==> config.mk <==
export PLATFORM = sky130hd
export DESIGN_NAME = abs_autobaud_serial
export DESIGN_NICKNAME = d
export VERILOG_FILES = /design/src/abs_pkg.sv /design/src/abs_cmp_if.sv /design/src/abs_capture_compare_unit.sv /design/src/abs_autobaud_serial.sv
export SDC_FILE = /design/constraint.sdc
export NUM_CORES = 1
export LEC_CHECK = 0
export ABC_AREA = 1
export ABC_CLOCK_PERIOD_IN_PS = 6400
export BUFFER_PORTS_ARGS = -buffer_cell sky130_fd_sc_hd__buf_2
export CORE_ASPECT_RATIO = 1.75
export CORE_MARGIN = 1.5
export CORE_UTILIZATION = 55
export CTS_CLUSTER_SIZE = 40
export DETAILED_ROUTE_END_ITERATION = 16
export PLACE_DENSITY = 0.73
export SLEW_MARGIN = 20
export SYNTH_ARGS = -nofsm -noshare
export SYNTH_HDL_FRONTEND = slang
export SYNTH_SLANG_ARGS = --single-unit
==> constraint.sdc <==
create_clock -name clk_sys_i -period 6.4 [get_ports clk_sys_i]
set_input_delay 0.64 -clock clk_sys_i [delete_from_list [all_inputs] [get_ports clk_sys_i]]
set_output_delay 0.64 -clock clk_sys_i [all_outputs]
set_load 0.03 [all_outputs]
==> src/abs_pkg.sv <==
// package of constants and types for the autobaud serial block
// Notes on behaviour
// - timer unit serves capture or compare, one function at a time, switched at run time.
// - arm capture on falling receive edge (start bit) and store timestamp.
// - then rearm for rising edge and store its timestamp.
// - rising minus falling timestamp is the length of eight bit times.
// - bit period is that length shifted right by three.
// - half bit period is bit period shifted right by one.
// - compare mode raises one event per bit period (one and a half before the first receive sample); one bit moves per event.
// - transmit line idles high, driven low for each start bit.
// - eight data bits sent least significant first, one per bit period.
package abs_pkg;
	localparam int ABS_TIMER_W = 16;
	localparam int ABS_DATA_BITS = 8;
	localparam int ABS_PERIOD_SHIFT = 3;
	localparam int ABS_HALF_SHIFT = 1;
	localparam logic [3:0] ABS_BIT_CNT_RST = 4'h0;
	localparam logic [ABS_TIMER_W-1:0] ABS_TIMER_RST = 16'h0000;
	localparam logic ABS_LINE_IDLE = 1'b1;

	typedef enum logic [2:0] {
		ABS_CAL_FALL = 3'b000,
		ABS_CAL_RISE = 3'b001,
		ABS_IDLE = 3'b010,
		ABS_TX = 3'b011,
		ABS_RX_WAIT = 3'b100,
		ABS_RX = 3'b101
	} abs_state_e;
endpackage

==> src/abs_cmp_if.sv <==
// interface between the sequencer and the capture/compare unit
`timescale 1ns/1ps
interface abs_cmp_if #(parameter int W = 16);
	logic cap_mode;
	logic cap_rise;
	logic arm;
	logic [W-1:0] interval;
	logic event_p;
	logic [W-1:0] stamp;
	modport ctl (output cap_mode, output cap_rise, output arm, output interval,
		input event_p, input stamp);
	modport unit (input cap_mode, input cap_rise, input arm, input interval,
		output event_p, output stamp);
endinterface

==> src/abs_capture_compare_unit.sv <==
// free-running timer shared between edge capture and interval compare
`timescale 1ns/1ps
module abs_capture_compare_unit
	import abs_pkg::*;
#(
	parameter int W = ABS_TIMER_W
) (
	// clock and reset
	input wire logic clk_sys_i,
	input wire logic rst_i,
	// line and control
	input wire logic serial_in_line_i,
	abs_cmp_if.unit cu
);
	logic [W-1:0] timer;
	logic [W-1:0] target;
	logic line_q;
	logic event_p;
	logic [W-1:0] stamp;
	logic [W-1:0] next_timer;
	logic [W-1:0] next_target;
	logic next_event_p;
	logic [W-1:0] next_stamp;
	logic edge_hit;

	assign cu.event_p = event_p;
	assign cu.stamp = stamp;

	always_comb begin
		next_timer = W'(timer + 1'b1);
		next_target = target;
		next_stamp = stamp;
		next_event_p = 1'b0;
		edge_hit = cu.cap_rise ? (!line_q && serial_in_line_i) : (line_q && !serial_in_line_i);
		// one mode at a time: capture ignores the compare target and vice versa
		if (cu.cap_mode) begin
			if (edge_hit) begin
				next_stamp = timer;
				next_event_p = 1'b1;
			end
		end else if (cu.arm) begin
			next_target = W'(timer + cu.interval);
		end else if (timer == target) begin
			next_event_p = 1'b1;
			next_target = W'(timer + cu.interval);
		end
	end

	always_ff @(posedge clk_sys_i or posedge rst_i) begin
		if (rst_i) begin
			timer <= W'(ABS_TIMER_RST);
			target <= W'(ABS_TIMER_RST);
			line_q <= ABS_LINE_IDLE;
			event_p <= 1'b0;
			stamp <= W'(ABS_TIMER_RST);
		end else begin
			timer <= next_timer;
			target <= next_target;
			line_q <= serial_in_line_i;
			event_p <= next_event_p;
			stamp <= next_stamp;
		end
	end
endmodule // abs_capture_compare_unit

==> src/abs_autobaud_serial.sv <==
// autobaud serial sequencer: calibrates bit period, then sends and receives bytes
`timescale 1ns/1ps
module abs_autobaud_serial
	import abs_pkg::*;
#(
	parameter int W = ABS_TIMER_W
) (
	// clock and reset
	input wire logic clk_sys_i,
	input wire logic rst_i,
	// serial pins
	input wire logic serial_in_line_i,
	output logic serial_out_line_o,
	// transmit request
	input wire logic tx_valid_i,
	input wire logic [7:0] tx_data_i,
	output logic tx_ready_o,
	// receive result and status
	output logic rx_valid_o,
	output logic [7:0] rx_data_o,
	output logic calibrated_o,
	output logic [W-1:0] bit_period_o
);
	// the shifted measurement must fit the timer, and a narrow timer wraps within one frame
	if (W < 8 || W > 32) begin : g_bad_width
		$error("abs_autobaud_serial: W out of range");
	end

	abs_cmp_if #(.W(W)) cif ();

	abs_capture_compare_unit #(.W(W)) u_capture_compare_unit (
		.clk_sys_i(clk_sys_i),
		.rst_i(rst_i),
		.serial_in_line_i(serial_in_line_i),
		.cu(cif)
	);

	abs_state_e state, next_state;
	logic [W-1:0] fall_stamp, next_fall_stamp;
	logic [W-1:0] bit_period, next_bit_period;
	logic [3:0] bit_cnt, next_bit_cnt;
	logic [7:0] shreg, next_shreg;
	logic tx_line, next_tx_line;
	logic rx_valid, next_rx_valid;
	logic [7:0] rx_data, next_rx_data;
	logic calibrated, next_calibrated;
	logic tx_ready, next_tx_ready;
	logic [W-1:0] eight_bits;
	logic line_q;
	logic start_fall;

	assign eight_bits = W'(cif.stamp - fall_stamp);

	assign serial_out_line_o = tx_line;
	assign tx_ready_o = tx_ready;
	assign rx_valid_o = rx_valid;
	assign rx_data_o = rx_data;
	assign calibrated_o = calibrated;
	assign bit_period_o = bit_period;

	// receive start is seen on the registered line so it matches the timer's view
	assign start_fall = line_q && !serial_in_line_i;

	always_ff @(posedge clk_sys_i or posedge rst_i) begin
		if (rst_i) begin
			line_q <= ABS_LINE_IDLE;
		end else begin
			line_q <= serial_in_line_i;
		end
	end

	always_comb begin
		next_state = state;
		next_fall_stamp = fall_stamp;
		next_bit_period = bit_period;
		next_bit_cnt = bit_cnt;
		next_shreg = shreg;
		next_tx_line = tx_line;
		next_rx_valid = 1'b0;
		next_rx_data = rx_data;
		next_calibrated = calibrated;
		cif.cap_mode = 1'b0;
		cif.cap_rise = 1'b0;
		cif.arm = 1'b0;
		cif.interval = bit_period;
		case (state)
			ABS_CAL_FALL: begin
				// the far side opens with the calibration character
				cif.cap_mode = 1'b1;
				if (cif.event_p) begin
					next_fall_stamp = cif.stamp;
					next_state = ABS_CAL_RISE;
				end
			end
			ABS_CAL_RISE: begin
				cif.cap_mode = 1'b1;
				cif.cap_rise = 1'b1;
				if (cif.event_p) begin
					next_bit_period = eight_bits >> ABS_PERIOD_SHIFT;
					next_calibrated = 1'b1;
					next_state = ABS_IDLE;
				end
			end
			ABS_IDLE: begin
				next_tx_line = ABS_LINE_IDLE;
				if (tx_valid_i && calibrated) begin
					next_tx_line = 1'b0;
					next_shreg = tx_data_i;
					next_bit_cnt = ABS_BIT_CNT_RST;
					cif.arm = 1'b1;
					next_state = ABS_TX;
				end else if (start_fall) begin
					// one and a half periods puts the first sample mid data bit
					cif.interval = W'(bit_period + (bit_period >> ABS_HALF_SHIFT));
					cif.arm = 1'b1;
					next_bit_cnt = ABS_BIT_CNT_RST;
					next_state = ABS_RX_WAIT;
				end
			end
			ABS_TX: begin
				if (cif.event_p) begin
					if (bit_cnt == 4'(ABS_DATA_BITS)) begin
						next_tx_line = 1'b1;
						next_state = ABS_IDLE;
					end else begin
						next_tx_line = shreg[0];
						next_shreg = {1'b0, shreg[7:1]};
						next_bit_cnt = 4'(bit_cnt + 1'b1);
					end
				end
			end
			ABS_RX_WAIT: begin
				// the first event comes after the long wait; then re-arm at one period
				if (cif.event_p) begin
					next_shreg = {serial_in_line_i, shreg[7:1]};
					next_bit_cnt = 4'h1;
					cif.arm = 1'b1;
					next_state = ABS_RX;
				end
			end
			ABS_RX: begin
				if (cif.event_p) begin
					next_shreg = {serial_in_line_i, shreg[7:1]};
					next_bit_cnt = 4'(bit_cnt + 1'b1);
					if (bit_cnt == 4'(ABS_DATA_BITS - 1)) begin
						next_rx_data = {serial_in_line_i, shreg[7:1]};
						next_rx_valid = 1'b1;
						// idle waits for a fresh falling edge, so the stop bit is skipped
						next_state = ABS_IDLE;
					end
				end
			end
			default: begin
				next_state = ABS_CAL_FALL;
			end
		endcase
		// ready is decoded from the next state so the pin comes straight from a flop
		next_tx_ready = (next_state == ABS_IDLE) && next_calibrated;
	end

	always_ff @(posedge clk_sys_i or posedge rst_i) begin
		if (rst_i) begin
			state <= ABS_CAL_FALL;
			fall_stamp <= W'(ABS_TIMER_RST);
			bit_period <= W'(ABS_TIMER_RST);
			bit_cnt <= ABS_BIT_CNT_RST;
			shreg <= 8'h00;
			tx_line <= ABS_LINE_IDLE;
			rx_valid <= 1'b0;
			rx_data <= 8'h00;
			calibrated <= 1'b0;
			tx_ready <= 1'b0;
		end else begin
			state <= next_state;
			fall_stamp <= next_fall_stamp;
			bit_period <= next_bit_period;
			bit_cnt <= next_bit_cnt;
			shreg <= next_shreg;
			tx_line <= next_tx_line;
			rx_valid <= next_rx_valid;
			rx_data <= next_rx_data;
			calibrated <= next_calibrated;
			tx_ready <= next_tx_ready;
		end
	end

	a_idle_line_high: assert property (@(posedge clk_sys_i) disable iff (rst_i)
		(state == ABS_IDLE && $past(state) == ABS_IDLE) |-> serial_out_line_o)
		else $error("tx line not high while idle");

	a_start_bit_low: assert property (@(posedge clk_sys_i) disable iff (rst_i)
		(state == ABS_IDLE && tx_valid_i && calibrated) |=> !serial_out_line_o)
		else $error("start bit not low");

	a_period_shift: assert property (@(posedge clk_sys_i) disable iff (rst_i)
		(state == ABS_CAL_RISE && cif.event_p) |=>
		bit_period == $past(W'(cif.stamp - fall_stamp)) >> 3)
		else $error("bit period not eighth of measured span");

	a_one_mode_only: assert property (@(posedge clk_sys_i) disable iff (rst_i)
		cif.cap_mode |-> !cif.arm && (state == ABS_CAL_FALL || state == ABS_CAL_RISE))
		else $error("capture active outside calibration");

	a_rise_after_fall: assert property (@(posedge clk_sys_i) disable iff (rst_i)
		(state == ABS_CAL_FALL && cif.event_p) |=> state == ABS_CAL_RISE && cif.cap_rise)
		else $error("capture not rearmed for rising edge");

	a_fall_stored: assert property (@(posedge clk_sys_i) disable iff (rst_i)
		(state == ABS_CAL_FALL && cif.event_p) |=> fall_stamp == $past(cif.stamp))
		else $error("falling stamp not stored");

	a_tx_bit_value: assert property (@(posedge clk_sys_i) disable iff (rst_i)
		(state == ABS_TX && cif.event_p && bit_cnt < 4'h8) |=>
		serial_out_line_o == $past(shreg[0]))
		else $error("tx bit not lsb of shift register");

	a_stop_bit: assert property (@(posedge clk_sys_i) disable iff (rst_i)
		(state == ABS_TX && cif.event_p && bit_cnt == 4'h8) |=>
		serial_out_line_o && state == ABS_IDLE)
		else $error("stop bit missing");

	a_rx_done: assert property (@(posedge clk_sys_i) disable iff (rst_i)
		(state == ABS_RX && cif.event_p && bit_cnt == 4'h7) |=>
		rx_valid_o && rx_data_o[7] == $past(serial_in_line_i))
		else $error("received byte not delivered");

	a_event_one_bit: assert property (@(posedge clk_sys_i) disable iff (rst_i)
		(state == ABS_RX && !cif.event_p) |=> bit_cnt == $past(bit_cnt))
		else $error("bit moved without compare event");
endmodule // abs_autobaud_serial

==> out/metrics.cfg <==
[global_routing]
grt_pass1_wl_um = 30280
grt.total_usage_pct = 27.90
grt_pass1_vias = 6348
antenna_found_initial = 0
met2_usage_pct = 51.80
met1_usage_pct = 28.74
top_usage_layer = met2
grt_max_degree = 71
grtUsageMet3_pct = 2.884
grt_overflow = 0

[cts]
cts_tree = built
cts_sinks = 106
clockBufferDepth = 2
post_cts_buffers = 0
cts_buffers = 9
htree_levels = 3
cts_root_buffer = clkbuf_16
holdBufCountCts = 0
clkLatencyLatePin_ns = 0.36
cts_resized = 0
clk_pin_slew_worst_paths_ns = 0.08

[sta]
finalSetupViolCount = 0
fmax_ghz = 0.3106
setup_ws_ns = 3.181
period_share_pct = 50.30
finalMaxSlewViolations = 0
final.setup_skew_ns = 0.008262
fin_tns_setup_ns = 0
maxSlewHeadroom_pct = 31.07
worstMarginPinSlew_ns = 1.032
period_needed_ns = 3.219
rsz0062_at_grt = false
hold_viol_final = 0

[synth]
ys_ff_latch = 106
yosysWarnings = 0
synth_cells = 1029
synthArstFlopShare_pct = 100.0
netlist_area_um2 = 7263
ys.flop_type = dfrtp_1
seq_area_frac_synth_pct = 36.55
synth_edf_count = 0
avgSynthCellArea_um2 = 7.059
synth.distinct_cells = 42

[floorplanning]
die_w_um = 89.87
pin_count = 40
initial_core_util_pct = 56.14
die_h_um = 155.0
dieArea_um2 = 13930
core-area_um2 = 12940
num_rows = 55

[finish]
layout-drive-gt1-share_pct = 8.177
antenna_cells = 0
nets = 1120
fill_cells = 1285
synthToLayoutAreaGrowth_pct = 8.183
final_cells = 1235

[setup_path]
crit_path_end = u_capture_compare_unit.target[14]
start_kind = register
worst-setup-path-type = register to register
regToRegEndpoint = u_capture_compare_unit.target[14]
cp.required_ns = 6.65
cp_max_fo = 6
r2r_slack_ns = 3.18
reg2reg_from = bit_period_o[1]
arrival_ns = 3.47
startpoint = bit_period_o[1]
crit_path_end_kind = register
rr_worst_depth = 18

[detailed_routing]
drt_drc_violations_left = 0
route.detailed.wl_per_inst_um = 15.08
dr.first_iter.drc_count = 313
dr_total_vias = 6508
ant_nets = 0
firstDrtPassIters = 5
wl_um = 18620
drt-vias-per-instance = 5.270

[run_status]
status = completed

[placed_design]
port-buffer-count = 36
dp_slack_ns = 3.135
hpwl_um = 14830
gp_congestion = 0.9613
dp_cells = 1219

[min_path]
hp-class = input port to asynchronous set/reset pin

[pwr]
pwr_density_cell_nw_per_um2 = 453.9
irDropWorstVdd_mv = 0.2680
power.leakage_nw = 4.356

[run]
maxCapViolCount = 0

[synthesized netlist by cell type (2+ instances only)]
library cell    n  area [um2]
o211ai_1        8       60.06
clkbuf_2        3       15.01
buf_2           9       45.04
ha_1           47       588.1
nand3b_1        7       52.55
o22ai_1         2       12.51
nor2_4          2       22.52
xor2_1         29       254.0
inv_2          10       37.54
a21o_1          2       15.01
buf_4           3       22.52
xnor2_1         8       70.07
buf_6           3       33.78
o21ai_0        23       115.1
a21oi_1        52       260.3
clkbuf_1        2       7.510
inv_1         137       514.2
nand3_1        77       385.4
nor3_1          8       40.04
nor2_1         70       262.8
and2_1          3       18.77
nand2_1       346        1299
o21ai_1        36       180.2
dfstp_2         2       52.55
nand4_1         9       56.30
nand2_4         3       33.78
nand2_2         2       12.51
fa_1            2       40.04
nor2_2          6       37.54
nand3_2         3       30.03
dfrtp_1       104        2603
[routing by layer]
metal  part of all wire, %  vias to the layer above  routed length [um]
li1                      -                     3312                   -
met1                    38                     2981                7072
met2                    52                      152                9641
met3                   3.0                       63                 564
met4                   7.2                        0                1343
met5                     0                        -                   0
[critical path: stages (launching register included)]
cell and delay [ns]:
dfrtp_1 0.47, ha_1 0.26, fa_1 0.43, nand3_1 0.11
nand2_1 0.13, nand2_1 0.10, o211ai_1 0.09, or2_2 0.29
nand3_1 0.07, nand2_1 0.05, ha_1 0.32, nand2_1 0.11
nor2_1 0.21, and2_1 0.16, nand2_1 0.07, nand3_1 0.08
nand2_1 0.05, nand3_1 0.06, nand2_1 0.06
[where the power goes]
part / switching [mW] / total, mW / internal (mW)
Combinational: 1.34 / 1.99 / 0.656
Sequential: 0.155 / 1.01 / 0.860
Clock: 0.280 / 0.559 / 0.279
Total: 1.77 / 3.57 / 1.79
[cell families after synthesis]
logic type / count (synthesis) / synth area share, %
and+or+nand+nor: 539 / 31.44
AOI/OAI and AO/OA: 127 / 9.285
xor gates and xnor gates: 37 / 4.462
buffers and inverters: 169 / 9.405
muxes: 1 / 0.1550
DFF: 106 / 36.55
adders and majority gates: 49 / 8.648
other: 1 / 0.05163
[area by class of cell]
cell class,instances,area (um2),area share [%]
Tap cell,171,214.0,2.723
Timing Repair Buffer,38,195.2,2.484
Clock inverter,7,77.57,0.9873
Clock buffer,9,225.2,2.866
Inverter,148,558.0,7.102
Multi-Input combinational cell,756,3933,50.05
Sequential cell,106,2655,33.79
[worst min path at each step]
| stage | startpoint | end | slack [ns] | cells after the start |
|---|---|---|---|---|
| floorplan | fall_stamp[0] | fall_stamp[0] | 0.45 | 2 |
| global placement | fall_stamp[0] | fall_stamp[0] | 0.47 | 2 |
| detailed placement | rx_data_o[3] | rx_data_o[3] | 0.47 | 2 |
| CTS | rst_i | rx_data_o[1] | 0.31 | 2 |
| global route | rst_i | rx_data_o[7] | 0.35 | 2 |
| finish | rst_i | shreg[2] | 0.30 | 2 |
[through the flow]
stage	total power, mW	util [%]	instance area [um2]	hold WS (ns)
after global routing	3.871	60.73	7858	0.3466
after detailed placement	2.993	58.39	7555	0.4733
after CTS	3.565	60.73	7858	0.3086
final	3.567	60.73	7858	0.2972
after floorplan	2.513	-	7271	0.4534
after global placement	2.975	58.39	7555	0.4671
[flip-flops by register name, summed over array words and instances, names as in the netlist, 3 cells and up]
name                             cells
fall_stamp                          16
bit_period_o                        13
state                                3
u_capture_compare_unit.timer        16
bit_cnt                              4
u_capture_compare_unit.cu.stamp     16
u_capture_compare_unit.target       16
rx_data_o                            8
shreg                                8
[cells in the final DEF (no fill, tap or decap), types with 3 or more instances in the layout]
master       n
a21oi_1     52
and2_1       3
buf_2       36
clkbuf_16    9
conb_1       3
dfrtp_1    104
ha_1        47
inv_1      136
inv_2       10
inv_8        4
nand2_1    346
nand2_4      3
nand3_1     77
nand3_2      3
nand3b_1     7
nand4_1      9
nor2_1      70
nor2_2       6
nor3_1       8
o211ai_1     8
o21ai_0     23
o21ai_1     36
xnor2_1      8
xor2_1      29
Power figures use the tool's default switching activity.
